`config.mk`:
```
export PLATFORM = sky130hd
export DESIGN_NAME = mouse_report
export DESIGN_NICKNAME = d
export VERILOG_FILES = /design/src/hw/mouse_pkg.sv /design/src/hw/mouse_report.sv
export SDC_FILE = /design/constraint.sdc
export NUM_CORES = 1
export LEC_CHECK = 0
export BUFFER_PORTS_ARGS = -buffer_cell sky130_fd_sc_hd__buf_2
export CAP_MARGIN = 5
export CORE_ASPECT_RATIO = 1.2
export CORE_MARGIN = 2
export CORE_UTILIZATION = 53
export DETAILED_ROUTE_END_ITERATION = 12
export PLACE_DENSITY = 0.71
export SYNTH_ARGS = -nofsm -noshare
export SYNTH_HDL_FRONTEND = slang
export SYNTH_SLANG_ARGS = --single-unit
```
`constraint.sdc`:
```
create_clock -name aclk -period 5.8 [get_ports aclk]
set_input_delay 0.29 -clock aclk [delete_from_list [all_inputs] [get_ports aclk]]
set_output_delay 0.29 -clock aclk [all_outputs]
set_load 0.05 [all_outputs]
```
`src/hw/mouse_pkg.sv`:
```
package mouse_pkg;

  // ************************************************************
  // Register map (byte addresses on the AXI4-Lite slave)
  // ************************************************************
  localparam logic [3:0] OFF_CTRL   = 4'h0;
  localparam logic [3:0] OFF_MOTION = 4'h4;
  localparam logic [3:0] OFF_STATUS = 4'h8;
  localparam logic [3:0] OFF_WHEEL  = 4'hc;

  // Control register fields and reset value
  localparam int         CTRL_USB_BIT  = 0;
  localparam int         CTRL_PS2_BIT  = 1;
  localparam int         CTRL_FIVE_BIT = 2;
  localparam logic [2:0] CTRL_RESET    = 3'h6;

  // Motion register fields
  localparam int MOT_X_LSB  = 0;
  localparam int MOT_XV_BIT = 9;
  localparam int MOT_Y_LSB  = 16;
  localparam int MOT_YV_BIT = 25;

  // Status register fields
  localparam int STS_RES_LSB  = 8;
  localparam int STS_RATE_LSB = 16;
  localparam int STS_MODE_LSB = 24;
  localparam int STS_BUSY_BIT = 26;

  // First status byte bit positions
  localparam int SB_REMOTE = 6;
  localparam int SB_ENABLE = 5;
  localparam int SB_SCALE  = 4;
  localparam int SB_WRAP   = 3;

  // ************************************************************
  // Link command and answer codes
  // ************************************************************
  localparam logic [7:0] CMD_RESET     = 8'hff;
  localparam logic [7:0] CMD_DEFAULTS  = 8'hf6;
  localparam logic [7:0] CMD_DISABLE   = 8'hf5;
  localparam logic [7:0] CMD_ENABLE    = 8'hf4;
  localparam logic [7:0] CMD_SET_RATE  = 8'hf3;
  localparam logic [7:0] CMD_IDENTIFY  = 8'hf2;
  localparam logic [7:0] CMD_REMOTE    = 8'hf0;
  localparam logic [7:0] CMD_WRAP      = 8'hee;
  localparam logic [7:0] CMD_WRAP_EXIT = 8'hec;
  localparam logic [7:0] CMD_READ_DATA = 8'heb;
  localparam logic [7:0] CMD_STREAM    = 8'hea;
  localparam logic [7:0] CMD_STATUS    = 8'he9;
  localparam logic [7:0] CMD_SET_RES   = 8'he8;
  localparam logic [7:0] CMD_SCALE_2   = 8'he7;
  localparam logic [7:0] CMD_SCALE_1   = 8'he6;
  localparam logic [7:0] ANS_ACK       = 8'hfa;
  localparam logic [7:0] ANS_ERROR     = 8'hfc;
  localparam logic [7:0] ANS_PASSED    = 8'haa;
  localparam logic [7:0] ID_STD        = 8'h00;
  localparam logic [7:0] ID_3D         = 8'h03;
  localparam logic [7:0] ID_FIVE       = 8'h04;

  // Mode switch rate sequences
  localparam logic [7:0] RATE_A = 8'hc8;
  localparam logic [7:0] RATE_B = 8'h64;
  localparam logic [7:0] RATE_C = 8'h50;

  // Settings after reset
  localparam logic [7:0] RATE_RESET = 8'h64;
  localparam logic [7:0] RES_RESET  = 8'h02;

  // Transmit queue depth and link frame length
  localparam int         TXQ_DEPTH = 5;
  localparam logic [3:0] FRAME_BITS = 4'd11;

  typedef enum logic [1:0] {MODE_STD, MODE_3D, MODE_FIVE} report_mode_e;
  typedef enum logic [1:0] {ARG_NONE, ARG_RATE, ARG_RES} arg_wait_e;

endpackage : mouse_pkg

```
`src/hw/mouse_report.sv`:
```
// Operation
// - Status byte 1: bit6 remote, bit5 enabled, bit4 scaling 2:1, bit7 reserved.
// - Status byte 1: bit3 wrap active; bits 2..0 left, middle, right.
// - Status bytes 2 and 3 are resolution and sampling rate.
// - Rates C8,64,50 then identify: ack each, answer FA 03, enter 3D.
// - Rates C8,C8,50 then identify: ack each, answer FA 04, enter five-button.
// - Reset command returns to standard three-byte mode.
// - Power-on reset starts in standard mode.
// - Standard packet: overflow, signs, constant 1, buttons; then X and Y.
// - 3D mode adds a fourth byte with eight-bit wheel.
// - X and Y are 9-bit two's complement; wheel 8-bit.
// - Five-button: byte1 bits 7,6 zero; byte4 buttons 5,4 and 4-bit wheel.
// - PS/2: right, up and wheel toward user are positive.
// - Button bits are 1 while held, 0 when released.
// - USB 3D report: byte1 zeros above buttons, then X, Y, wheel.
// - USB five-button report: extra buttons in bits 4 and 3.
// - USB: right, down and wheel away from user are positive.
// - Wheel modes need PS/2 capable part; five-button needs five-button part.
// - Wheel counts divided by two, or four when scale select is high.
//
// Added by the designer: the AXI4-Lite register port and the register offsets.
module mouse_report
  import mouse_pkg::*;
(
  input  wire logic        aclk,
  input  wire logic        aresetn,
  input  wire logic [3:0]  s_axi_awaddr,
  input  wire logic        s_axi_awvalid,
  output logic             s_axi_awready,
  input  wire logic [31:0] s_axi_wdata,
  input  wire logic [3:0]  s_axi_wstrb,
  input  wire logic        s_axi_wvalid,
  output logic             s_axi_wready,
  output logic [1:0]       s_axi_bresp,
  output logic             s_axi_bvalid,
  input  wire logic        s_axi_bready,
  input  wire logic [3:0]  s_axi_araddr,
  input  wire logic        s_axi_arvalid,
  output logic             s_axi_arready,
  output logic [31:0]      s_axi_rdata,
  output logic [1:0]       s_axi_rresp,
  output logic             s_axi_rvalid,
  input  wire logic        s_axi_rready,
  input  wire logic        ps2_clk_in,
  input  wire logic        ps2_data_in,
  output logic             tx_valid,
  output logic [7:0]       tx_byte,
  input  wire logic        tx_ready,
  input  wire logic        btn_left,
  input  wire logic        btn_middle,
  input  wire logic        btn_right,
  input  wire logic        fourth_button,
  input  wire logic        fifth_button,
  input  wire logic        wheel_phase_a,
  input  wire logic        wheel_phase_b,
  input  wire logic        wheel_scale_select
);

  // ************************************************************
  // Pin synchronisers
  // ************************************************************
  logic [9:0] sync1_r;
  logic [9:0] sync2_r;
  logic       lclk_prev_r;
  logic [1:0] ph_prev_r;

  // Two flops for every asynchronous pin
  always_ff @(posedge aclk) begin
    sync1_r <= {wheel_scale_select, wheel_phase_b, wheel_phase_a, fifth_button,
                fourth_button, btn_right, btn_middle, btn_left, ps2_data_in, ps2_clk_in};
    sync2_r <= sync1_r;
    lclk_prev_r <= sync2_r[0];
    ph_prev_r <= sync2_r[8:7];
  end

  wire       lclk_fall = lclk_prev_r & ~sync2_r[0];
  wire       ldata     = sync2_r[1];
  wire [4:0] btn       = sync2_r[6:2];
  wire       div4      = sync2_r[9];

  // ************************************************************
  // Link receive: start, 8 data, odd parity, stop
  // ************************************************************
  logic [10:0] rx_sh_r;
  logic [3:0]  rx_cnt_r;
  logic        rx_stb_r;

  wire [10:0] rx_sh_nxt = {ldata, rx_sh_r[10:1]};
  wire        rx_full   = lclk_fall && (rx_cnt_r == FRAME_BITS - 4'd1);
  wire        rx_good   = ~rx_sh_nxt[0] & rx_sh_nxt[10] & (^rx_sh_nxt[9:1]);
  wire [7:0]  rx_byte   = rx_sh_r[8:1];

  // Shift on each falling link clock edge
  always_ff @(posedge aclk) begin
    if (!aresetn) begin
      rx_sh_r  <= 11'h000;
      rx_cnt_r <= 4'h0;
      rx_stb_r <= 1'b0;
    end else begin
      rx_stb_r <= rx_full & rx_good;
      if (lclk_fall) begin
        rx_sh_r  <= rx_sh_nxt;
        rx_cnt_r <= rx_full ? 4'h0 : rx_cnt_r + 4'h1;
      end
    end
  end

  // ************************************************************
  // Wheel decoder and scaling
  // ************************************************************
  logic signed [9:0] wacc_r;

  wire              ph_step = ^(sync2_r[8:7] ^ ph_prev_r);
  wire              ph_up   = ph_prev_r[0] ^ sync2_r[8];
  wire signed [9:0] wscaled = div4 ? (wacc_r >>> 2) : (wacc_r >>> 1);

  function automatic logic signed [9:0] clamp(input logic signed [9:0] v,
                                              input logic signed [9:0] lim);
    if (v > lim) clamp = lim;
    else if (v < -lim) clamp = -lim;
    else clamp = v;
  endfunction : clamp

  // ************************************************************
  // Settings, mode and control register
  // ************************************************************
  report_mode_e mode_r, mode_nxt;
  arg_wait_e    argw_r, argw_nxt;
  logic       remote_r, remote_nxt, enable_r, enable_nxt;
  logic       scale_r, scale_nxt, wrap_r, wrap_nxt;
  logic [7:0] res_r, res_nxt, rate_r, rate_nxt;
  logic [7:0] hist_r [0:2];
  logic [7:0] hist_nxt [0:2];
  logic [1:0] hcnt_r, hcnt_nxt;
  logic [2:0] ctrl_r;
  logic [31:0] motion_r;
  logic [31:0] mot_src;

  wire usb_sel   = ctrl_r[CTRL_USB_BIT];
  wire ps2_cap   = ctrl_r[CTRL_PS2_BIT];
  wire five_part = ctrl_r[CTRL_FIVE_BIT];

  wire seq_3d   = ps2_cap && hcnt_r == 2'd3 && hist_r[0] == RATE_A
                  && hist_r[1] == RATE_B && hist_r[2] == RATE_C;
  wire seq_five = ps2_cap && five_part && hcnt_r == 2'd3 && hist_r[0] == RATE_A
                  && hist_r[1] == RATE_A && hist_r[2] == RATE_C;

  // First status byte, buttons left, middle, right
  wire [7:0] stat1 = {1'b0, remote_r, enable_r, scale_r, wrap_r, btn[0], btn[1], btn[2]};

  // ************************************************************
  // Report building
  // ************************************************************
  wire [8:0] mx   = mot_src[MOT_X_LSB +: 9];
  wire [8:0] my   = mot_src[MOT_Y_LSB +: 9];
  wire       xovf = mot_src[MOT_XV_BIT];
  wire       yovf = mot_src[MOT_YV_BIT];
  wire signed [9:0] z8 = clamp(wscaled, 10'sd127);
  wire signed [9:0] z4 = clamp(wscaled, 10'sd7);
  wire signed [9:0] zused = (mode_r == MODE_FIVE) ? z4 : z8;
  wire [7:0] y_neg = 8'h00 - my[7:0];
  wire [7:0] z_neg = 8'h00 - z8[7:0];

  wire [7:0] ps2_b1 = {(mode_r == MODE_FIVE) ? 2'b00 : {yovf, xovf},
                       my[8], mx[8], 1'b1, btn[1], btn[2], btn[0]};
  wire [7:0] ps2_b4 = (mode_r == MODE_FIVE) ? {2'b00, btn[4], btn[3], z4[3:0]} : z8[7:0];
  wire [7:0] usb_b1 = five_part ? {3'b000, btn[4], btn[3], btn[1], btn[2], btn[0]}
                                : {5'b00000, btn[1], btn[2], btn[0]};
  wire [2:0] ps2_len = (mode_r == MODE_STD) ? 3'd3 : 3'd4;

  // ************************************************************
  // Transmit queue
  // ************************************************************
  logic [7:0] txq_r [0:TXQ_DEPTH-1];
  logic [2:0] txq_cnt_r;
  logic       ld;
  logic [2:0] ld_cnt;
  logic [7:0] ld_q [0:TXQ_DEPTH-1];
  logic       mot_wr, mot_ok;

  assign tx_valid = (txq_cnt_r != 3'd0);
  assign tx_byte  = txq_r[0];
  wire   q_idle   = ~tx_valid;
  wire   host_rpt = ~usb_sel & enable_r & ~remote_r & ~wrap_r;
  assign mot_ok   = q_idle & ~rx_stb_r & (usb_sel | host_rpt);

  // Command interpreter and report loader
  always_comb begin
    mode_nxt = mode_r;
    argw_nxt = ARG_NONE;
    remote_nxt = remote_r;
    enable_nxt = enable_r;
    scale_nxt = scale_r;
    wrap_nxt = wrap_r;
    res_nxt = res_r;
    rate_nxt = rate_r;
    hist_nxt = hist_r;
    hcnt_nxt = hcnt_r;
    ld = 1'b0;
    ld_cnt = 3'd1;
    for (int i = 0; i < TXQ_DEPTH; i++) ld_q[i] = 8'h00;
    ld_q[0] = ANS_ACK;
    if (rx_stb_r) begin
      ld = 1'b1;
      // Any byte other than F3 or a rate after F3 breaks the sequence
      if (argw_r != ARG_RATE && rx_byte != CMD_SET_RATE && rx_byte != CMD_IDENTIFY)
        hcnt_nxt = 2'd0;
      if (wrap_r && rx_byte != CMD_RESET && rx_byte != CMD_WRAP_EXIT) begin
        ld_q[0] = rx_byte;
        hcnt_nxt = 2'd0;
      end else if (argw_r == ARG_RATE) begin
        rate_nxt = rx_byte;
        hist_nxt[0] = hist_r[1];
        hist_nxt[1] = hist_r[2];
        hist_nxt[2] = rx_byte;
        hcnt_nxt = (hcnt_r == 2'd3) ? 2'd3 : hcnt_r + 2'd1;
      end else if (argw_r == ARG_RES) begin
        res_nxt = rx_byte;
      end else begin
        case (rx_byte)
          CMD_RESET: begin
            mode_nxt = MODE_STD;
            {remote_nxt, enable_nxt, scale_nxt, wrap_nxt} = 4'h0;
            res_nxt = RES_RESET;
            rate_nxt = RATE_RESET;
            hcnt_nxt = 2'd0;
            ld_cnt = 3'd3;
            ld_q[1] = ANS_PASSED;
            ld_q[2] = ID_STD;
          end
          CMD_DEFAULTS: begin
            {remote_nxt, enable_nxt, scale_nxt} = 3'h0;
            res_nxt = RES_RESET;
            rate_nxt = RATE_RESET;
          end
          CMD_DISABLE:   enable_nxt = 1'b0;
          CMD_ENABLE:    enable_nxt = 1'b1;
          CMD_SET_RATE:  argw_nxt = ARG_RATE;
          CMD_SET_RES:   argw_nxt = ARG_RES;
          CMD_REMOTE:    remote_nxt = 1'b1;
          CMD_STREAM:    remote_nxt = 1'b0;
          CMD_WRAP:      wrap_nxt = 1'b1;
          CMD_WRAP_EXIT: wrap_nxt = 1'b0;
          CMD_SCALE_2:   scale_nxt = 1'b1;
          CMD_SCALE_1:   scale_nxt = 1'b0;
          // Identify answers with the resulting mode
          CMD_IDENTIFY: begin
            ld_cnt = 3'd2;
            hcnt_nxt = 2'd0;
            if (seq_five) mode_nxt = MODE_FIVE;
            else if (seq_3d) mode_nxt = MODE_3D;
            ld_q[1] = seq_five ? ID_FIVE : seq_3d ? ID_3D
                    : (mode_r == MODE_FIVE) ? ID_FIVE : (mode_r == MODE_3D) ? ID_3D : ID_STD;
          end
          CMD_STATUS: begin
            ld_cnt = 3'd4;
            ld_q[1] = stat1;
            ld_q[2] = res_r;
            ld_q[3] = rate_r;
          end
          CMD_READ_DATA: begin
            ld_cnt = ps2_len + 3'd1;
            ld_q[1] = ps2_b1;
            ld_q[2] = mx[7:0];
            ld_q[3] = my[7:0];
            ld_q[4] = ps2_b4;
          end
          default: ld_q[0] = ANS_ERROR;
        endcase
      end
    end else if (mot_wr && mot_ok) begin
      ld = 1'b1;
      ld_cnt = usb_sel ? 3'd4 : ps2_len;
      ld_q[0] = usb_sel ? usb_b1 : ps2_b1;
      ld_q[1] = mx[7:0];
      ld_q[2] = usb_sel ? y_neg : my[7:0];
      ld_q[3] = usb_sel ? z_neg : ps2_b4;
    end
  end

  wire rpt_taken = ld && ((mot_wr && mot_ok) || (rx_stb_r && argw_r == ARG_NONE && !wrap_r
                                     && rx_byte == CMD_READ_DATA));

  // Settings registers
  always_ff @(posedge aclk) begin
    if (!aresetn) begin
      mode_r <= MODE_STD;
      argw_r <= ARG_NONE;
      {remote_r, enable_r, scale_r, wrap_r} <= 4'h0;
      res_r <= RES_RESET;
      rate_r <= RATE_RESET;
      hist_r <= '{8'h00, 8'h00, 8'h00};
      hcnt_r <= 2'd0;
    end else begin
      mode_r <= mode_nxt;
      argw_r <= rx_stb_r ? argw_nxt : argw_r;
      {remote_r, enable_r, scale_r, wrap_r} <= {remote_nxt, enable_nxt, scale_nxt, wrap_nxt};
      res_r <= res_nxt;
      rate_r <= rate_nxt;
      hist_r <= hist_nxt;
      hcnt_r <= hcnt_nxt;
    end
  end

  // Queue load or shift out, and wheel accumulation
  always_ff @(posedge aclk) begin
    if (!aresetn) begin
      txq_cnt_r <= 3'd0;
      for (int i = 0; i < TXQ_DEPTH; i++) txq_r[i] <= 8'h00;
      wacc_r <= 10'sd0;
    end else begin
      if (ld) begin
        txq_r <= ld_q;
        txq_cnt_r <= ld_cnt;
      end else if (tx_valid && tx_ready) begin
        for (int i = 0; i < TXQ_DEPTH - 1; i++) txq_r[i] <= txq_r[i+1];
        txq_r[TXQ_DEPTH-1] <= 8'h00;
        txq_cnt_r <= txq_cnt_r - 3'd1;
      end
      // Remove the reported share at the selected division
      wacc_r <= wacc_r + (ph_step ? (ph_up ? 10'sd1 : -10'sd1) : 10'sd0)
                - (rpt_taken ? (div4 ? (zused <<< 2) : (zused <<< 1)) : 10'sd0);
    end
  end

  // ************************************************************
  // AXI4-Lite slave
  // ************************************************************
  logic        aw_got_r, w_got_r, bvalid_r, rvalid_r;
  logic [3:0]  awaddr_r;
  logic [31:0] wdata_r, rdata_r;
  logic [3:0]  wstrb_r;
  logic [1:0]  bresp_r, rresp_r;

  function automatic logic [31:0] merge(input logic [31:0] o, input logic [31:0] n,
                                        input logic [3:0] s);
    for (int i = 0; i < 4; i++) merge[8*i +: 8] = s[i] ? n[8*i +: 8] : o[8*i +: 8];
  endfunction : merge

  wire        do_wr   = aw_got_r & w_got_r;
  wire        wr_ctrl = do_wr && awaddr_r == OFF_CTRL;
  assign      mot_wr  = do_wr && awaddr_r == OFF_MOTION;
  wire        wr_ok   = wr_ctrl | (mot_wr & mot_ok);
  wire [31:0] ctrl_merged = merge({29'h0, ctrl_r}, wdata_r, wstrb_r);
  // Motion word after this cycle's write, so a queued report carries the new values
  assign      mot_src = (mot_wr && mot_ok) ? merge(motion_r, wdata_r, wstrb_r) : motion_r;
  wire        rd_take = s_axi_arvalid & s_axi_arready;
  wire [31:0] status_w = {5'h00, ~q_idle, mode_r, rate_r, res_r, stat1};
  wire        rd_hit  = s_axi_araddr == OFF_CTRL || s_axi_araddr == OFF_MOTION
                        || s_axi_araddr == OFF_STATUS || s_axi_araddr == OFF_WHEEL;
  wire [31:0] rd_mux  = (s_axi_araddr == OFF_CTRL)   ? {29'h0, ctrl_r}
                      : (s_axi_araddr == OFF_MOTION) ? motion_r
                      : (s_axi_araddr == OFF_STATUS) ? status_w
                      : (s_axi_araddr == OFF_WHEEL)  ? {{22{wacc_r[9]}}, wacc_r} : 32'h0;

  assign s_axi_awready = ~aw_got_r & ~bvalid_r;
  assign s_axi_wready  = ~w_got_r & ~bvalid_r;
  assign s_axi_bvalid  = bvalid_r;
  assign s_axi_bresp   = bresp_r;
  assign s_axi_arready = ~rvalid_r;
  assign s_axi_rvalid  = rvalid_r;
  assign s_axi_rdata   = rdata_r;
  assign s_axi_rresp   = rresp_r;

  // Write channel capture and response
  always_ff @(posedge aclk) begin
    if (!aresetn) begin
      {aw_got_r, w_got_r, bvalid_r} <= 3'h0;
      awaddr_r <= 4'h0;
      wdata_r <= 32'h0;
      wstrb_r <= 4'h0;
      bresp_r <= 2'b00;
      ctrl_r <= CTRL_RESET;
      motion_r <= 32'h0;
    end else begin
      if (s_axi_awvalid && s_axi_awready) begin
        aw_got_r <= 1'b1;
        awaddr_r <= s_axi_awaddr;
      end
      if (s_axi_wvalid && s_axi_wready) begin
        w_got_r <= 1'b1;
        wdata_r <= s_axi_wdata;
        wstrb_r <= s_axi_wstrb;
      end
      if (do_wr) begin
        {aw_got_r, w_got_r, bvalid_r} <= 3'b001;
        bresp_r <= wr_ok ? 2'b00 : 2'b10;
      end else if (bvalid_r && s_axi_bready) begin
        bvalid_r <= 1'b0;
      end
      if (wr_ctrl) ctrl_r <= ctrl_merged[2:0];
      if (mot_wr && mot_ok) motion_r <= mot_src;
    end
  end

  // Read channel
  always_ff @(posedge aclk) begin
    if (!aresetn) begin
      rvalid_r <= 1'b0;
      rdata_r <= 32'h0;
      rresp_r <= 2'b00;
    end else if (rd_take) begin
      rvalid_r <= 1'b1;
      rdata_r <= rd_mux;
      rresp_r <= rd_hit ? 2'b00 : 2'b10;
    end else if (rvalid_r && s_axi_rready) begin
      rvalid_r <= 1'b0;
    end
  end

  // ************************************************************
  // Assertions
  // ************************************************************
  wire cmd_now = rx_stb_r && argw_r == ARG_NONE && !wrap_r;

  a_reset_cmd_std:
    assert property (@(posedge aclk) disable iff (!aresetn)
      cmd_now && rx_byte == CMD_RESET |=> mode_r == MODE_STD && txq_r[1] == ANS_PASSED)
    else $error("reset command did not restore standard mode");
  a_por_std_mode:
    assert property (@(posedge aclk) $rose(aresetn) |-> mode_r == MODE_STD)
    else $error("mode not standard after reset");
  a_enter_three_d:
    assert property (@(posedge aclk) disable iff (!aresetn)
      cmd_now && rx_byte == CMD_IDENTIFY && seq_3d && !seq_five
      |=> mode_r == MODE_3D && txq_r[0] == ANS_ACK && txq_r[1] == ID_3D)
    else $error("3D sequence not honoured");
  a_enter_five_btn:
    assert property (@(posedge aclk) disable iff (!aresetn)
      cmd_now && rx_byte == CMD_IDENTIFY && seq_five
      |=> mode_r == MODE_FIVE && txq_r[1] == ID_FIVE && txq_cnt_r == 3'd2)
    else $error("five-button sequence not honoured");
  a_status_bytes:
    assert property (@(posedge aclk) disable iff (!aresetn)
      cmd_now && rx_byte == CMD_STATUS
      |=> txq_r[2] == $past(res_r) && txq_r[3] == $past(rate_r) && txq_r[1][7] == 1'b0)
    else $error("status bytes wrong");
  a_broken_seq:
    assert property (@(posedge aclk) disable iff (!aresetn)
      cmd_now && rx_byte != CMD_SET_RATE && rx_byte != CMD_IDENTIFY && rx_byte != CMD_RESET
      |=> hcnt_r == 2'd0 && $stable(mode_r))
    else $error("partial sequence kept");
  a_ps2_const_bit:
    assert property (@(posedge aclk) disable iff (!aresetn)
      mot_wr && mot_ok && !usb_sel |=> txq_r[0][3] && txq_cnt_r == $past(ps2_len))
    else $error("PS/2 packet byte 1 or length wrong");
  a_usb_byte_one:
    assert property (@(posedge aclk) disable iff (!aresetn)
      mot_wr && mot_ok && usb_sel |=> txq_r[0][7:5] == 3'b000 && txq_cnt_r == 3'd4
      && txq_r[2] == $past(y_neg))
    else $error("USB report wrong");
  a_five_clear_ovf:
    assert property (@(posedge aclk) disable iff (!aresetn)
      mode_r == MODE_FIVE |-> ps2_b1[7:6] == 2'b00 && ps2_b4[7:6] == 2'b00)
    else $error("five-button byte layout wrong");

endmodule : mouse_report

```
==> results of run 1 <==
per-layer routing:
metal	global-route usage, %	vias up
li1	-	5853
met1	39.1	5897
met2	52.5	581
met3	6.12	159
met4	14.9	0
met5	0	-
cells in the mapped netlist (all sizes together), types with 33 or more instances:
master / n / area, µm²
o21ai: 83 / 415
nor3: 35 / 175
nor2: 135 / 507
inv: 52 / 195
nand2: 287 / 1080
buf: 37 / 220
and2: 33 / 206
a21oi: 203 / 1020
mux2i: 45 / 450
nand3: 45 / 248
dfxtp: 254 / 5080
clkbuf: 90 / 338
state kept, by name (all words and copies together) (netlist names), 24 cells and up:
signal	flops
motion_r	32
hist_r	24
txq_r	32
s_axi_rdata	32
wdata_r	32
cell usage in the layout, fill, tap and decap left out, types with 33 or more instances in the layout:
master,synthesis,final
sky130_fd_sc_hd__a21oi_1,202,201
sky130_fd_sc_hd__and2_1,33,33
sky130_fd_sc_hd__buf_2,14,109
sky130_fd_sc_hd__dfxtp_1,254,254
sky130_fd_sc_hd__dlygate4sd3_1,0,44
sky130_fd_sc_hd__inv_1,51,51
sky130_fd_sc_hd__mux2i_1,45,45
sky130_fd_sc_hd__nand2_1,287,287
sky130_fd_sc_hd__nand3_1,42,42
sky130_fd_sc_hd__nor2_1,135,135
sky130_fd_sc_hd__nor3_1,35,34
sky130_fd_sc_hd__o21ai_0,77,77
worst min path at each step:
stage                   start      endpoint  slack, ns
2_1_floorplan      sync1_r[0]    sync2_r[0]       0.31
3_3_place_gp       sync1_r[0]    sync2_r[0]       0.31
3_5_place_dp       sync1_r[4]    sync2_r[4]       0.31
4_1_cts          s_axi_bready  s_axi_bvalid      0.003
5_1_grt        s_axi_wdata[3]    wdata_r[3]       0.01
6_report       s_axi_wdata[7]    wdata_r[7]       0.01
report_power, final:
part / leakage (nW) / internal [mW] / switching, mW
clock: 0.434 / 1.01 / 0.706
combinational: 3.06 / 0.566 / 1.00
sequential: 2.07 / 1.88 / 0.141
logic make-up (layout without fill, tap and decap cells):
logic type / after synthesis / after routing / synth area share, %
fa+ha+maj: 29 / 29 / 3.28
other cells: 1 / 2 / 0.0292
flops: 254 / 254 / 39.6
compound gates: 458 / 458 / 22.6
buf+inv: 180 / 271 / 5.90
simple gates: 634 / 634 / 22.9
xor+xnor: 25 / 25 / 1.71
mux: 50 / 50 / 3.95
final cells by class:
class / count / area (µm²) / area share, %
tap: 320 / 400 / 2.72
multi-input combinational: 1198 / 7000 / 47.6
timing repair buffer: 172 / 1130 / 7.68
clock inverter: 8 / 108 / 0.732
inverter: 53 / 204 / 1.39
sequential: 254 / 5080 / 34.6
clock buffer: 38 / 776 / 5.28
per-stage QoR:
| step | cell area [µm²] | hold WS [ns] | cells |
|---|---|---|---|
| 2_1_floorplan | 12800 | 0.310 | 1632 |
| 3_3_place_gp | 13400 | 0.310 | 1953 |
| 3_5_place_dp | 13400 | 0.312 | 1953 |
| 4_1_cts | 14700 | 0.00303 | 2043 |
| 5_1_grt | 14700 | 0.0132 | 2043 |
| 6_report | 14700 | 0.0114 | 2043 |
worst max-delay path: cells and delay by family, from the launching register on:
| family | cells | cell delay (ns) |
|---|---|---|
| AO/OA/AOI/OAI | 8 | 1.36 |
| adder cells (fa/ha/maj) | 3 | 1.24 |
| buffers and inverters | 3 | 0.48 |
| flip-flops | 1 | 0.31 |
| multiplexers | 1 | 0.14 |
| AND/OR/NAND/NOR | 9 | 1.02 |
==> summary.log, run 1 <==
INFO  layout         final_layout_size_suffix_gt1_share=12.0%
INFO  worst_setup_path timing.critical_path.cells=buf_4 > nand2b_1 > and3_1 > nand3_1 > o21ai_0 > nand2_1 > nand2_1 > ha_1 > nand2b_1 > a21oi_1 > o32ai_1 > buf_4 > nor2_1 > a21oi_1 > nor2_1 > fa_1 > inv_1 > ha_1 > nor2b_1 > o21ai_0 > a21oi_1 > o21ai_0 > a21oi_1 > mux2i_1
INFO  floorplan      die_area=25500µm²
INFO  timing         final.setup.tns=0ns
INFO  worst_setup_path worstSetupStartpoint=sync2_r[9]
INFO  grt            grt_antenna_before_repair=0
INFO  worst_setup_path critPathMostFrequentCell=sky130_fd_sc_hd__a21oi_1
INFO  timing         final_critical_path_setup_slack=1.11ns
INFO  layout         finalCoreUtilization=61.5%
INFO  worst_setup_path cp-endpoint=wacc_r[8]
INFO  cts            clock_pin_slew_worst_setup_and_hold_paths=0.06ns
INFO  cts            holdBufCountCts=44
INFO  drt            dr.first_iter.drc_count=1185
INFO  worst_setup_path crit_path_top_delay_cell=sky130_fd_sc_hd__fa_1
INFO  worst_setup_path reg2reg_to=wacc_r[8]
INFO  synth          postSynth.asyncResetShare=0%
INFO  floorplan      io_pins=112
INFO  floorplan      fp.coreArea=23900µm²
INFO  layout         flow.area_growth_from_synthesis=14.6%
INFO  synth          yosys_register_bits=254
INFO  layout         final_net_count=1795
INFO  timing         worst_pin_slew=1.31ns
INFO  cts            cts_tree=yes
INFO  synth          synth_edf_count=0
INFO  grt            via_count_of_the_first_global_routing_pass=11708
INFO  synth          synthesis.instances=1631
INFO  grt            gr-usage-all-layers=31.5%
INFO  placement      place.detailed.hpwl=28500µm
INFO  grt            grt_first_pass_wirelength=64300µm
INFO  drt            met2_wirelength=19500µm
INFO  timing         maximum_frequency_from_static_timing_analysis=213MHz
INFO  drt            met1_length=16100µm
INFO  grt            maximum_number_of_pins_on_one_net_before_global_route_repair=130
INFO  worst_setup_path slowest_delay=0.50ns
INFO  timing         final_setup_violation_count=0
INFO  cts            tritoncts_num_sinks=254
INFO  layout         fillers=2236
INFO  worst_setup_path regToRegSetupSlack=1.11ns
INFO  worst_setup_path path_max_fanout=38
INFO  drt            detailedRoute.firstPassIterationCount=8
INFO  worst_setup_path crit_arrival=5.11ns
INFO  worst_setup_path cp_required=6.22ns
INFO  drt            post_drt_via_cell_ratio=6.11
INFO  timing         rsz0062_at_grt=no
INFO  cts            cts_max_path_buffers=3
INFO  worst_setup_path timing.rr.start=sync2_r[9]
INFO  drt            routed-via-count=12490
INFO  pwr            cellPowerDensity=361nW/µm²
INFO  cts            cts_max_level=1
INFO  synth          synth_flop_cell=sky130_fd_sc_hd__dfxtp_1
INFO  floorplan      rows=62
INFO  floorplan      die_w=146µm
INFO  placement      pre_cts_slack=1.23ns
INFO  floorplan      die_h=174µm
INFO  job            maxCapViolCount=0
INFO  drt            ant_nets=0
INFO  synth          synth.distinct_cells=88
INFO  worst_setup_path worst_setup_path_end_kind=register
INFO  timing         timing_max_transition_violations_final=0
INFO  cts            worstSkewPairLatency=0.55ns
INFO  floorplan      effective_utilization_at_floorplan=53.7%
INFO  drt            wire_per_inst=20.2µm
INFO  timing         finalWorstPathRequiredPeriod=4.69ns
INFO  cts            ctsResizeCount=0
INFO  timing         post-route-period-util=80.8%
INFO  placement      place.port_buffers=109
INFO  cts            cts_post_setup_buffers_inserted=0
INFO  timing         finalHoldViolCount=0
INFO  grt            globalRouteOverflowTotal=0
INFO  pwr            design_power_total=5.31mW
INFO  drt            routed_wirelength=41300µm
INFO  drt            wl_met3=3470µm
INFO  worst_setup_path setup.worst_path.class=register to register
INFO  synth          synth.yosys.seq_area_share=39.6%
INFO  timing         maxSlewHeadroom=12.6%
INFO  pwr            power.ir.vdd_worst=0.236mV
INFO  synth          synth_area=12800µm²
INFO  worst_setup_path worst-r2r-cell-count=24
INFO  synth          avgSynthCellArea=7.86µm²
INFO  drt            routed.top_layer=met4
INFO  worst_setup_path startpoint_type=register
INFO  layout         antenna-diode-count=0
INFO  cts            clock-root-buffer=sky130_fd_sc_hd__clkbuf_16
INFO  timing         worst_clock_skew=0.0250ns
INFO  pwr            leakage_power=5.56nW
INFO  drt            drt_drc_violations_left=0
INFO  run_status     status=finished, final reports clean
INFO  hold_path      hold_depth=3
INFO  placement      gp_routability_congestion=0.972
INFO  synth          yosysWarningCount=0
INFO  hold_path      timing.hold.worst.class=primary input to register
INFO  cts            cts-buffers-inserted=26
(Power assumes the default switching activity.)
==> run 2: changes to the inputs <==
--- a/config.mk
+++ b/config.mk
@@ -11,7 +11,7 @@
 export CORE_MARGIN = 2
 export CORE_UTILIZATION = 53
 export DETAILED_ROUTE_END_ITERATION = 12
-export PLACE_DENSITY = 0.71
+export PLACE_DENSITY = 0.74
 export SYNTH_ARGS = -nofsm -noshare
 export SYNTH_HDL_FRONTEND = slang
 export SYNTH_SLANG_ARGS = --single-unit
==> constraint.sdc (replaced) <==
create_clock -name aclk -period 4.2 [get_ports aclk]
set_input_delay 0.21 -clock aclk [delete_from_list [all_inputs] [get_ports aclk]]
set_output_delay 0.21 -clock aclk [all_outputs]
set_load 0.05 [all_outputs]
==> summary.log, run 2 (same netlist as run 1, synthesis figures left out) <==
INFO  layout         final_layout_size_suffix_gt1_share=14.8% [+2.9 points]
INFO  worst_setup_path timing.rr.start=wacc_r[8]
INFO  grt            grt_first_pass_wirelength=66800µm [+3.9%]
INFO  cts            cts_max_level=1 [unchanged]
INFO  placement      place.port_buffers=109 [unchanged]
INFO  drt            ant_nets=0 [unchanged]
INFO  layout         layout.cells.most_common=sky130_fd_sc_hd__nand2_1
INFO  pwr            power.ir.vdd_worst=0.334mV [+41%]
INFO  floorplan      io_pins=112 [unchanged]
INFO  hold_path      worst_min_path_start=s_axi_araddr[0]
INFO  timing         final_setup_violation_count=0 [unchanged]
INFO  worst_setup_path setup.worst_path.class=register to register
INFO  drt            routed_wirelength=42800µm [+3.7%]
INFO  cts            clock_pin_slew_worst_setup_and_hold_paths=0.06ns [about the same]
INFO  grt            grt_antenna_before_repair=1 [+1]
INFO  worst_setup_path critPathMostFrequentCell=sky130_fd_sc_hd__nor2_1
INFO  job            maxCapViolCount=0 [unchanged]
INFO  worst_setup_path critical_path.top_delay_family=compound AO/OA/AOI/OAI gates
INFO  grt            maximum_number_of_pins_on_one_net_before_global_route_repair=138 [+6.2%]
INFO  timing         final.setup.tns=0ns [unchanged]
INFO  worst_setup_path worstSetupStartpoint=wacc_r[8]
INFO  placement      gp_routability_congestion=0.991 [+2.0%]
INFO  grt            via_count_of_the_first_global_routing_pass=12125 [+3.6%]
INFO  timing         finalHoldViolCount=0 [unchanged]
INFO  worst_setup_path worst_setup_path_end_kind=register
INFO  layout         final_net_count=1852 [+3.2%]
INFO  cts            cts_max_path_buffers=3 [unchanged]
INFO  cts            cts_tree=yes
INFO  timing         finalWorstPathRequiredPeriod=3.97ns [-0.720 ns]
INFO  layout         flow.area_growth_from_synthesis=18.2%
INFO  pwr            leakage_power=5.82nW [+4.7%]
INFO  timing         post-route-period-util=94.4% [+14 points]
INFO  floorplan      fp.coreArea=23900µm² [unchanged]
INFO  floorplan      die_w=146µm [unchanged]
INFO  cts            cts-buffers-inserted=27 [+3.8%]
INFO  grt            globalRouteOverflowTotal=0 [unchanged]
INFO  pwr            design_power_total=7.57mW [+43%]
INFO  hold_path      timing.hold.worst.class=primary input to register
INFO  timing         worst_clock_skew=0.0204ns [-0.00456 ns]
INFO  layout         final_cell_count_no_fill=2102 [+2.9%]
INFO  worst_setup_path critical_path.n_buffers_inverters=3 [unchanged]
INFO  drt            wire_per_inst=20.4µm [+0.83%]
INFO  worst_setup_path crit_path_top_delay_cell=sky130_fd_sc_hd__fa_1
INFO  timing         worst_pin_slew=1.14ns [-0.168 ns]
INFO  worst_setup_path crit_arrival=4.36ns [-0.75 ns]
INFO  pwr            cellPowerDensity=499nW/µm² [+38%]
INFO  floorplan      die_area=25500µm² [unchanged]
INFO  run_status     status=finished, final reports clean
INFO  timing         fin_worst_hold_slack=0.0164ns [+0.00503 ns]
INFO  floorplan      rows=62 [unchanged]
INFO  floorplan      effective_utilization_at_floorplan=53.7% [unchanged]
INFO  worst_setup_path startpoint_type=register
INFO  placement      place_inst=1998 [+2.3%]
INFO  cts            clock-root-buffer=sky130_fd_sc_hd__clkbuf_16
INFO  floorplan      die_h=174µm [unchanged]
INFO  cts            worstSkewPairLatency=0.57ns [+0.02 ns]
INFO  drt            routed-via-count=12911 [+3.4%]
INFO  drt            drt_drc_violations_left=0 [unchanged]
INFO  layout         mostFrequentLayoutCells=sky130_fd_sc_hd__nand2_1, sky130_fd_sc_hd__dfxtp_1, sky130_fd_sc_hd__a21oi_1
INFO  worst_setup_path cp_required=4.59ns [-1.63 ns]
INFO  placement      place.detailed.hpwl=29900µm [+4.8%]
INFO  worst_setup_path timing.critical_path.cells=buf_4 > inv_1 > nor2_1 > nand4b_1 > ha_1 > o21ai_0 > o32ai_4 > nor2_1 > a21oi_1 > nor2_1 > fa_1 > inv_1 > ha_1 > nor2b_2 > o21ai_1 > a21oi_2 > o21ai_2 > a21o_1 > a21oi_1
INFO  drt            detailedRoute.firstPassIterationCount=7 [-1]
INFO  drt            post_drt_via_cell_ratio=6.14 [+0.47%]
INFO  grt            gr-usage-all-layers=32.7% [+1.2 points]
INFO  timing         timing_max_transition_violations_final=0 [unchanged]
INFO  drt            dr.first_iter.drc_count=1353 [+14%]
INFO  worst_setup_path path_max_fanout=9 [-76%]
INFO  cts            tritoncts_num_sinks=254 [unchanged]
INFO  layout         fillers=2142 [-4.2%]
INFO  timing         maximum_frequency_from_static_timing_analysis=252MHz [+18%]
INFO  worst_setup_path slowest_delay=0.43ns [-0.07 ns]
INFO  timing         maxSlewHeadroom=24.1% [+12 points]
## run 2: cell count changes in the layout (fill, tap and decap cells not counted), moves of 3 or more
cell                            delta
sky130_fd_sc_hd__a21oi_1           -3
sky130_fd_sc_hd__a21oi_2           +3
sky130_fd_sc_hd__buf_4            +48
sky130_fd_sc_hd__clkbuf_1          +3
sky130_fd_sc_hd__clkbuf_8          -3
sky130_fd_sc_hd__dlygate4sd3_1     +8
sky130_fd_sc_hd__o21ai_0           -4
sky130_fd_sc_hd__o21ai_1           +3
## run 2: what timing repair did
action	in CTS	in global routing
setup buffers	0	3
endpoints found under the setup margin	0	5
gates resized for setup	0	16
hold buffers	52	0
hold endpoints to repair	52	0
## run 2: worst register-to-register path: stages, from the launching register on
cell and delay [ns]:
sky130_fd_sc_hd__dfxtp_1 0.37, sky130_fd_sc_hd__buf_4 0.19, sky130_fd_sc_hd__inv_1 0.13, sky130_fd_sc_hd__nor2_1 0.19
sky130_fd_sc_hd__nand4b_1 0.13, sky130_fd_sc_hd__ha_1 0.36, sky130_fd_sc_hd__o21ai_0 0.36, sky130_fd_sc_hd__o32ai_4 0.17
sky130_fd_sc_hd__nor2_1 0.12, sky130_fd_sc_hd__a21oi_1 0.05, sky130_fd_sc_hd__nor2_1 0.13, sky130_fd_sc_hd__fa_1 0.43
sky130_fd_sc_hd__inv_1 0.07, sky130_fd_sc_hd__ha_1 0.27, sky130_fd_sc_hd__nor2b_2 0.18, sky130_fd_sc_hd__o21ai_1 0.18
sky130_fd_sc_hd__a21oi_2 0.10, sky130_fd_sc_hd__o21ai_2 0.18, sky130_fd_sc_hd__a21o_1 0.14, sky130_fd_sc_hd__a21oi_1 0.05
## run 2: power breakdown
part           leakage, nW  internal (mW)  switching (mW)  total [mW]
clock network        0.411           1.28            1.01        2.29
registers             2.07           2.59           0.133        2.73
logic                 3.34          0.992            1.56        2.55
## run 2: layer usage
layer	vias up	routed length [µm]	GRT usage (%)
met1	6105	16900	41.4
met4	0	2450	16.7
li1	5987	-	-
met3	168	3510	5.49
met2	651	20000	53.7
met5	-	0	0
## run 2: through the flow
step	area, µm²	utilization [%]	setup WS [ns]
floorplan	12800	-	0.00862
CTS	15100	63.1	0.0274
global route	15200	63.4	-0.0529
detailed placement	13700	57.4	0.0677
finish	15200	63.4	0.234
global placement	13700	57.4	0.132
## run 2: area by class of cell
class                           instances  area, µm²  area share (%)
Clock inverter                          9       68.8           0.454
Antenna cell                            1       2.50          0.0165
Tap cell                              320        400            2.64
Sequential cell                       254       5090            33.6
Multi-Input combinational cell       1198       7050            46.5
Clock buffer                           39        771            5.09
Timing Repair Buffer                  228       1570            10.4
Inverter                               53        204            1.35
## run 2: final timing paths
kind,end,slack (ns),depth (start not counted)
max,wacc_r[6],0.23,19
min reg2reg,sync2_r[2],0.32,0
min,s_axi_rresp[1],0.02,3
max reg2reg,wacc_r[6],0.23,19
==> run 3: changes to the inputs <==
--- a/config.mk
+++ b/config.mk
@@ -11,7 +11,7 @@
 export CORE_MARGIN = 2
 export CORE_UTILIZATION = 53
 export DETAILED_ROUTE_END_ITERATION = 12
-export PLACE_DENSITY = 0.74
+export PLACE_DENSITY = 0.71
 export SYNTH_ARGS = -nofsm -noshare
 export SYNTH_HDL_FRONTEND = slang
 export SYNTH_SLANG_ARGS = --single-unit
==> constraint.sdc (replaced) <==
create_clock -name aclk -period 4.6 [get_ports aclk]
set_input_delay 0.23 -clock aclk [delete_from_list [all_inputs] [get_ports aclk]]
set_output_delay 0.23 -clock aclk [all_outputs]
set_load 0.05 [all_outputs]
==> summary.log, run 3 (same netlist as run 1, synthesis figures left out) <==
INFO  grt            gr-usage-all-layers=32.6% [-0.036 points]
INFO  floorplan      fp.coreArea=23900µm² [unchanged]
INFO  cts            cts_max_level=1 [unchanged]
INFO  floorplan      die_area=25500µm² [unchanged]
INFO  layout         final_layout_size_suffix_gt1_share=13.6% [-1.2 points]
INFO  layout         layout.cells.most_common=sky130_fd_sc_hd__nand2_1
INFO  hold_path      timing.hold.worst.class=primary input to register
INFO  grt            grt_antenna_before_repair=0 [-1]
INFO  layout         final_net_count=1833 [-1.0%]
INFO  cts            cts_post_setup_buffers_inserted=0 [unchanged]
INFO  worst_setup_path reg2reg_to=wacc_r[8]
INFO  run_status     status=finished, final reports clean
INFO  timing         maximum_frequency_from_static_timing_analysis=238MHz [-5.8%]
INFO  grt            grt_first_pass_wirelength=66400µm [-0.70%]
INFO  worst_setup_path cp_required=5.06ns [+0.47 ns]
INFO  timing         timing_max_transition_violations_final=0 [unchanged]
INFO  drt            ant_nets=0 [unchanged]
INFO  cts            cts_tree=yes
INFO  timing         post-route-period-util=91.5% [-2.9 points]
INFO  drt            wire_per_inst=20.6µm [+0.82%]
INFO  timing         finalHoldViolCount=0 [unchanged]
INFO  cts            tritoncts_num_sinks=254 [unchanged]
INFO  pwr            power.ir.vdd_worst=0.360mV [+7.8%]
INFO  pwr            design_power_total=6.89mW [-9.0%]
INFO  hold_path      worst_min_delay_path_endpoint=s_axi_rdata[0]
INFO  timing         worst_pin_slew=1.14ns [-0.000671 ns]
INFO  layout         antenna-diode-count=0 [-1]
INFO  timing         worst_clock_skew=0.0158ns [-0.00462 ns]
INFO  layout         flow.area_growth_from_synthesis=17.2%
INFO  grt            globalRouteOverflowTotal=0 [unchanged]
INFO  timing         finalWorstPathRequiredPeriod=4.21ns [+0.243 ns]
INFO  cts            cts-buffers-inserted=27 [unchanged]
INFO  drt            routed-via-count=12543 [-2.9%]
INFO  hold_path      worst_min_path_start=s_axi_araddr[2]
INFO  layout         final_cell_count_no_fill=2082 [-0.95%]
INFO  worst_setup_path path_max_fanout=6 [-3]
INFO  timing         maxSlewHeadroom=24.2% [+0.045 points]
INFO  worst_setup_path crit_arrival=4.67ns [+0.31 ns]
INFO  timing         final.setup.tns=0ns [unchanged]
INFO  worst_setup_path startpoint_type=register
INFO  placement      pre_cts_slack=0.307ns [+0.239 ns]
INFO  timing         fin_worst_hold_slack=0.0884ns [+0.0720 ns]
INFO  worst_setup_path setup.worst_path.class=register to register
INFO  worst_setup_path worst-r2r-cell-count=22 [+3]
INFO  cts            clock-root-buffer=sky130_fd_sc_hd__clkbuf_16
INFO  layout         mostFrequentLayoutCells=sky130_fd_sc_hd__nand2_1, sky130_fd_sc_hd__dfxtp_1, sky130_fd_sc_hd__a21oi_1
INFO  layout         fin_area=15000µm² [-0.83%]
INFO  job            maxCapViolCount=0 [unchanged]
INFO  drt            dr.first_iter.drc_count=1297 [-4.1%]
INFO  pwr            leakage_power=5.75nW [-1.2%]
INFO  floorplan      die_h=174µm [unchanged]
INFO  floorplan      effective_utilization_at_floorplan=53.7% [unchanged]
INFO  timing         rsz0062_at_grt=no
INFO  worst_setup_path timing.rr.start=sync2_r[9]
INFO  drt            routed_wirelength=42800µm [-0.14%]
INFO  worst_setup_path worst_setup_path_end_kind=register
INFO  placement      place_inst=1982 [-0.80%]
INFO  placement      placed_area=13600µm² [-0.93%]
INFO  drt            post_drt_via_cell_ratio=6.02 [-1.9%]
INFO  placement      gp_routability_congestion=1.00 [+1.0%]
INFO  pwr            cellPowerDensity=458nW/µm² [-8.2%]
INFO  timing         final_critical_path_setup_slack=0.391ns [+0.157 ns]
INFO  worst_setup_path regToRegSetupSlack=0.39ns [+0.16 ns]
INFO  floorplan      rows=62 [unchanged]
INFO  floorplan      die_w=146µm [unchanged]
INFO  layout         finalCoreUtilization=62.9% [-0.52 points]
INFO  cts            cts_max_path_buffers=3 [unchanged]
INFO  drt            detailedRoute.firstPassIterationCount=7 [unchanged]
INFO  timing         final_setup_violation_count=0 [unchanged]
INFO  cts            worstSkewPairLatency=0.56ns [about the same]
INFO  cts            clock_pin_slew_worst_setup_and_hold_paths=0.06ns [about the same]
INFO  drt            drt_drc_violations_left=0 [unchanged]
INFO  grt            via_count_of_the_first_global_routing_pass=12052 [-0.60%]
INFO  placement      place.port_buffers=109 [unchanged]
INFO  grt            maximum_number_of_pins_on_one_net_before_global_route_repair=124 [-10%]
INFO  hold_path      hold_depth=4 [+1]
INFO  placement      place.detailed.hpwl=29700µm [-0.57%]
INFO  floorplan      io_pins=112 [unchanged]
==> run 3: changes by cell type in the layout (fill, tap and decap cells not counted), moves of 2 or more <==
cell,before,now
sky130_fd_sc_hd__a211oi_1,10,12
sky130_fd_sc_hd__clkbuf_1,7,3
sky130_fd_sc_hd__o21ai_0,73,76
sky130_fd_sc_hd__o21ai_1,9,7
sky130_fd_sc_hd__a211oi_2,2,0
sky130_fd_sc_hd__a21oi_1,198,201
sky130_fd_sc_hd__a21oi_2,5,2
sky130_fd_sc_hd__buf_4,67,47
sky130_fd_sc_hd__bufinv_16,0,2
==> run 3: timing repair <==
action	in CTS	in global routing
hold endpoints to repair	52	0
endpoints found under the setup margin	0	2
hold buffers	52	0
resized for setup	0	5
==> run 3: cell type report <==
type                    count  area, µm²
clock buffers              36        769
clock inverters            12        134
fillers                  2202       8860
inverters                  53        204
multi-input cells        1198       7010
flip-flops and latches    254       5080
well taps                 320        400
repair buffers            209       1430
==> run 3: worst max path at each step <==
stage | from | end | slack [ns] | depth (start not counted)
final | sync2_r[9] | wacc_r[8] | 0.39 | 22
after global routing | sync2_r[9] | wacc_r[8] | 0.02 | 22
after CTS | sync2_r[9] | wacc_r[8] | 0.21 | 20
after detailed placement | sync2_r[9] | wacc_r[8] | 0.31 | 20
after global placement | sync2_r[9] | wacc_r[6] | 0.34 | 20
after floorplan | sync2_r[9] | wacc_r[8] | 0.15 | 23
==> run 3: worst max-delay path: stages, from the launching register on <==
cell and delay (ns):
sky130_fd_sc_hd__dfxtp_1 0.34, sky130_fd_sc_hd__nand2b_1 0.17, sky130_fd_sc_hd__and3_1 0.17, sky130_fd_sc_hd__nand3_1 0.07, sky130_fd_sc_hd__o21ai_0 0.08, sky130_fd_sc_hd__nand2_1 0.07
sky130_fd_sc_hd__nand2_1 0.06, sky130_fd_sc_hd__ha_2 0.41, sky130_fd_sc_hd__nand2b_1 0.12, sky130_fd_sc_hd__a21oi_1 0.09, sky130_fd_sc_hd__o32ai_2 0.30, sky130_fd_sc_hd__nor2_1 0.06
sky130_fd_sc_hd__a21oi_1 0.13, sky130_fd_sc_hd__nor2_1 0.07, sky130_fd_sc_hd__fa_1 0.52, sky130_fd_sc_hd__inv_1 0.04, sky130_fd_sc_hd__ha_1 0.32, sky130_fd_sc_hd__nor2b_1 0.17
sky130_fd_sc_hd__o21ai_0 0.12, sky130_fd_sc_hd__a21oi_1 0.22, sky130_fd_sc_hd__o21ai_1 0.13, sky130_fd_sc_hd__a21oi_1 0.21, sky130_fd_sc_hd__mux2i_1 0.26
==> run 3: power by group <==
group / switching, mW / internal [mW] / total [mW]
sequential: 0.135 / 2.37 / 2.50
clock: 0.942 / 1.29 / 2.23
combinational: 1.35 / 0.807 / 2.15
total: 2.42 / 4.47 / 6.89
==> run 3: routing by layer <==
metal,global-route usage (%),part of all wire [%],vias up
met5,0,0,-
met1,39.5,39,5866
li1,-,-,5947
met4,17.0,5.8,0
met2,54.9,47,573
met3,6.64,8.3,157
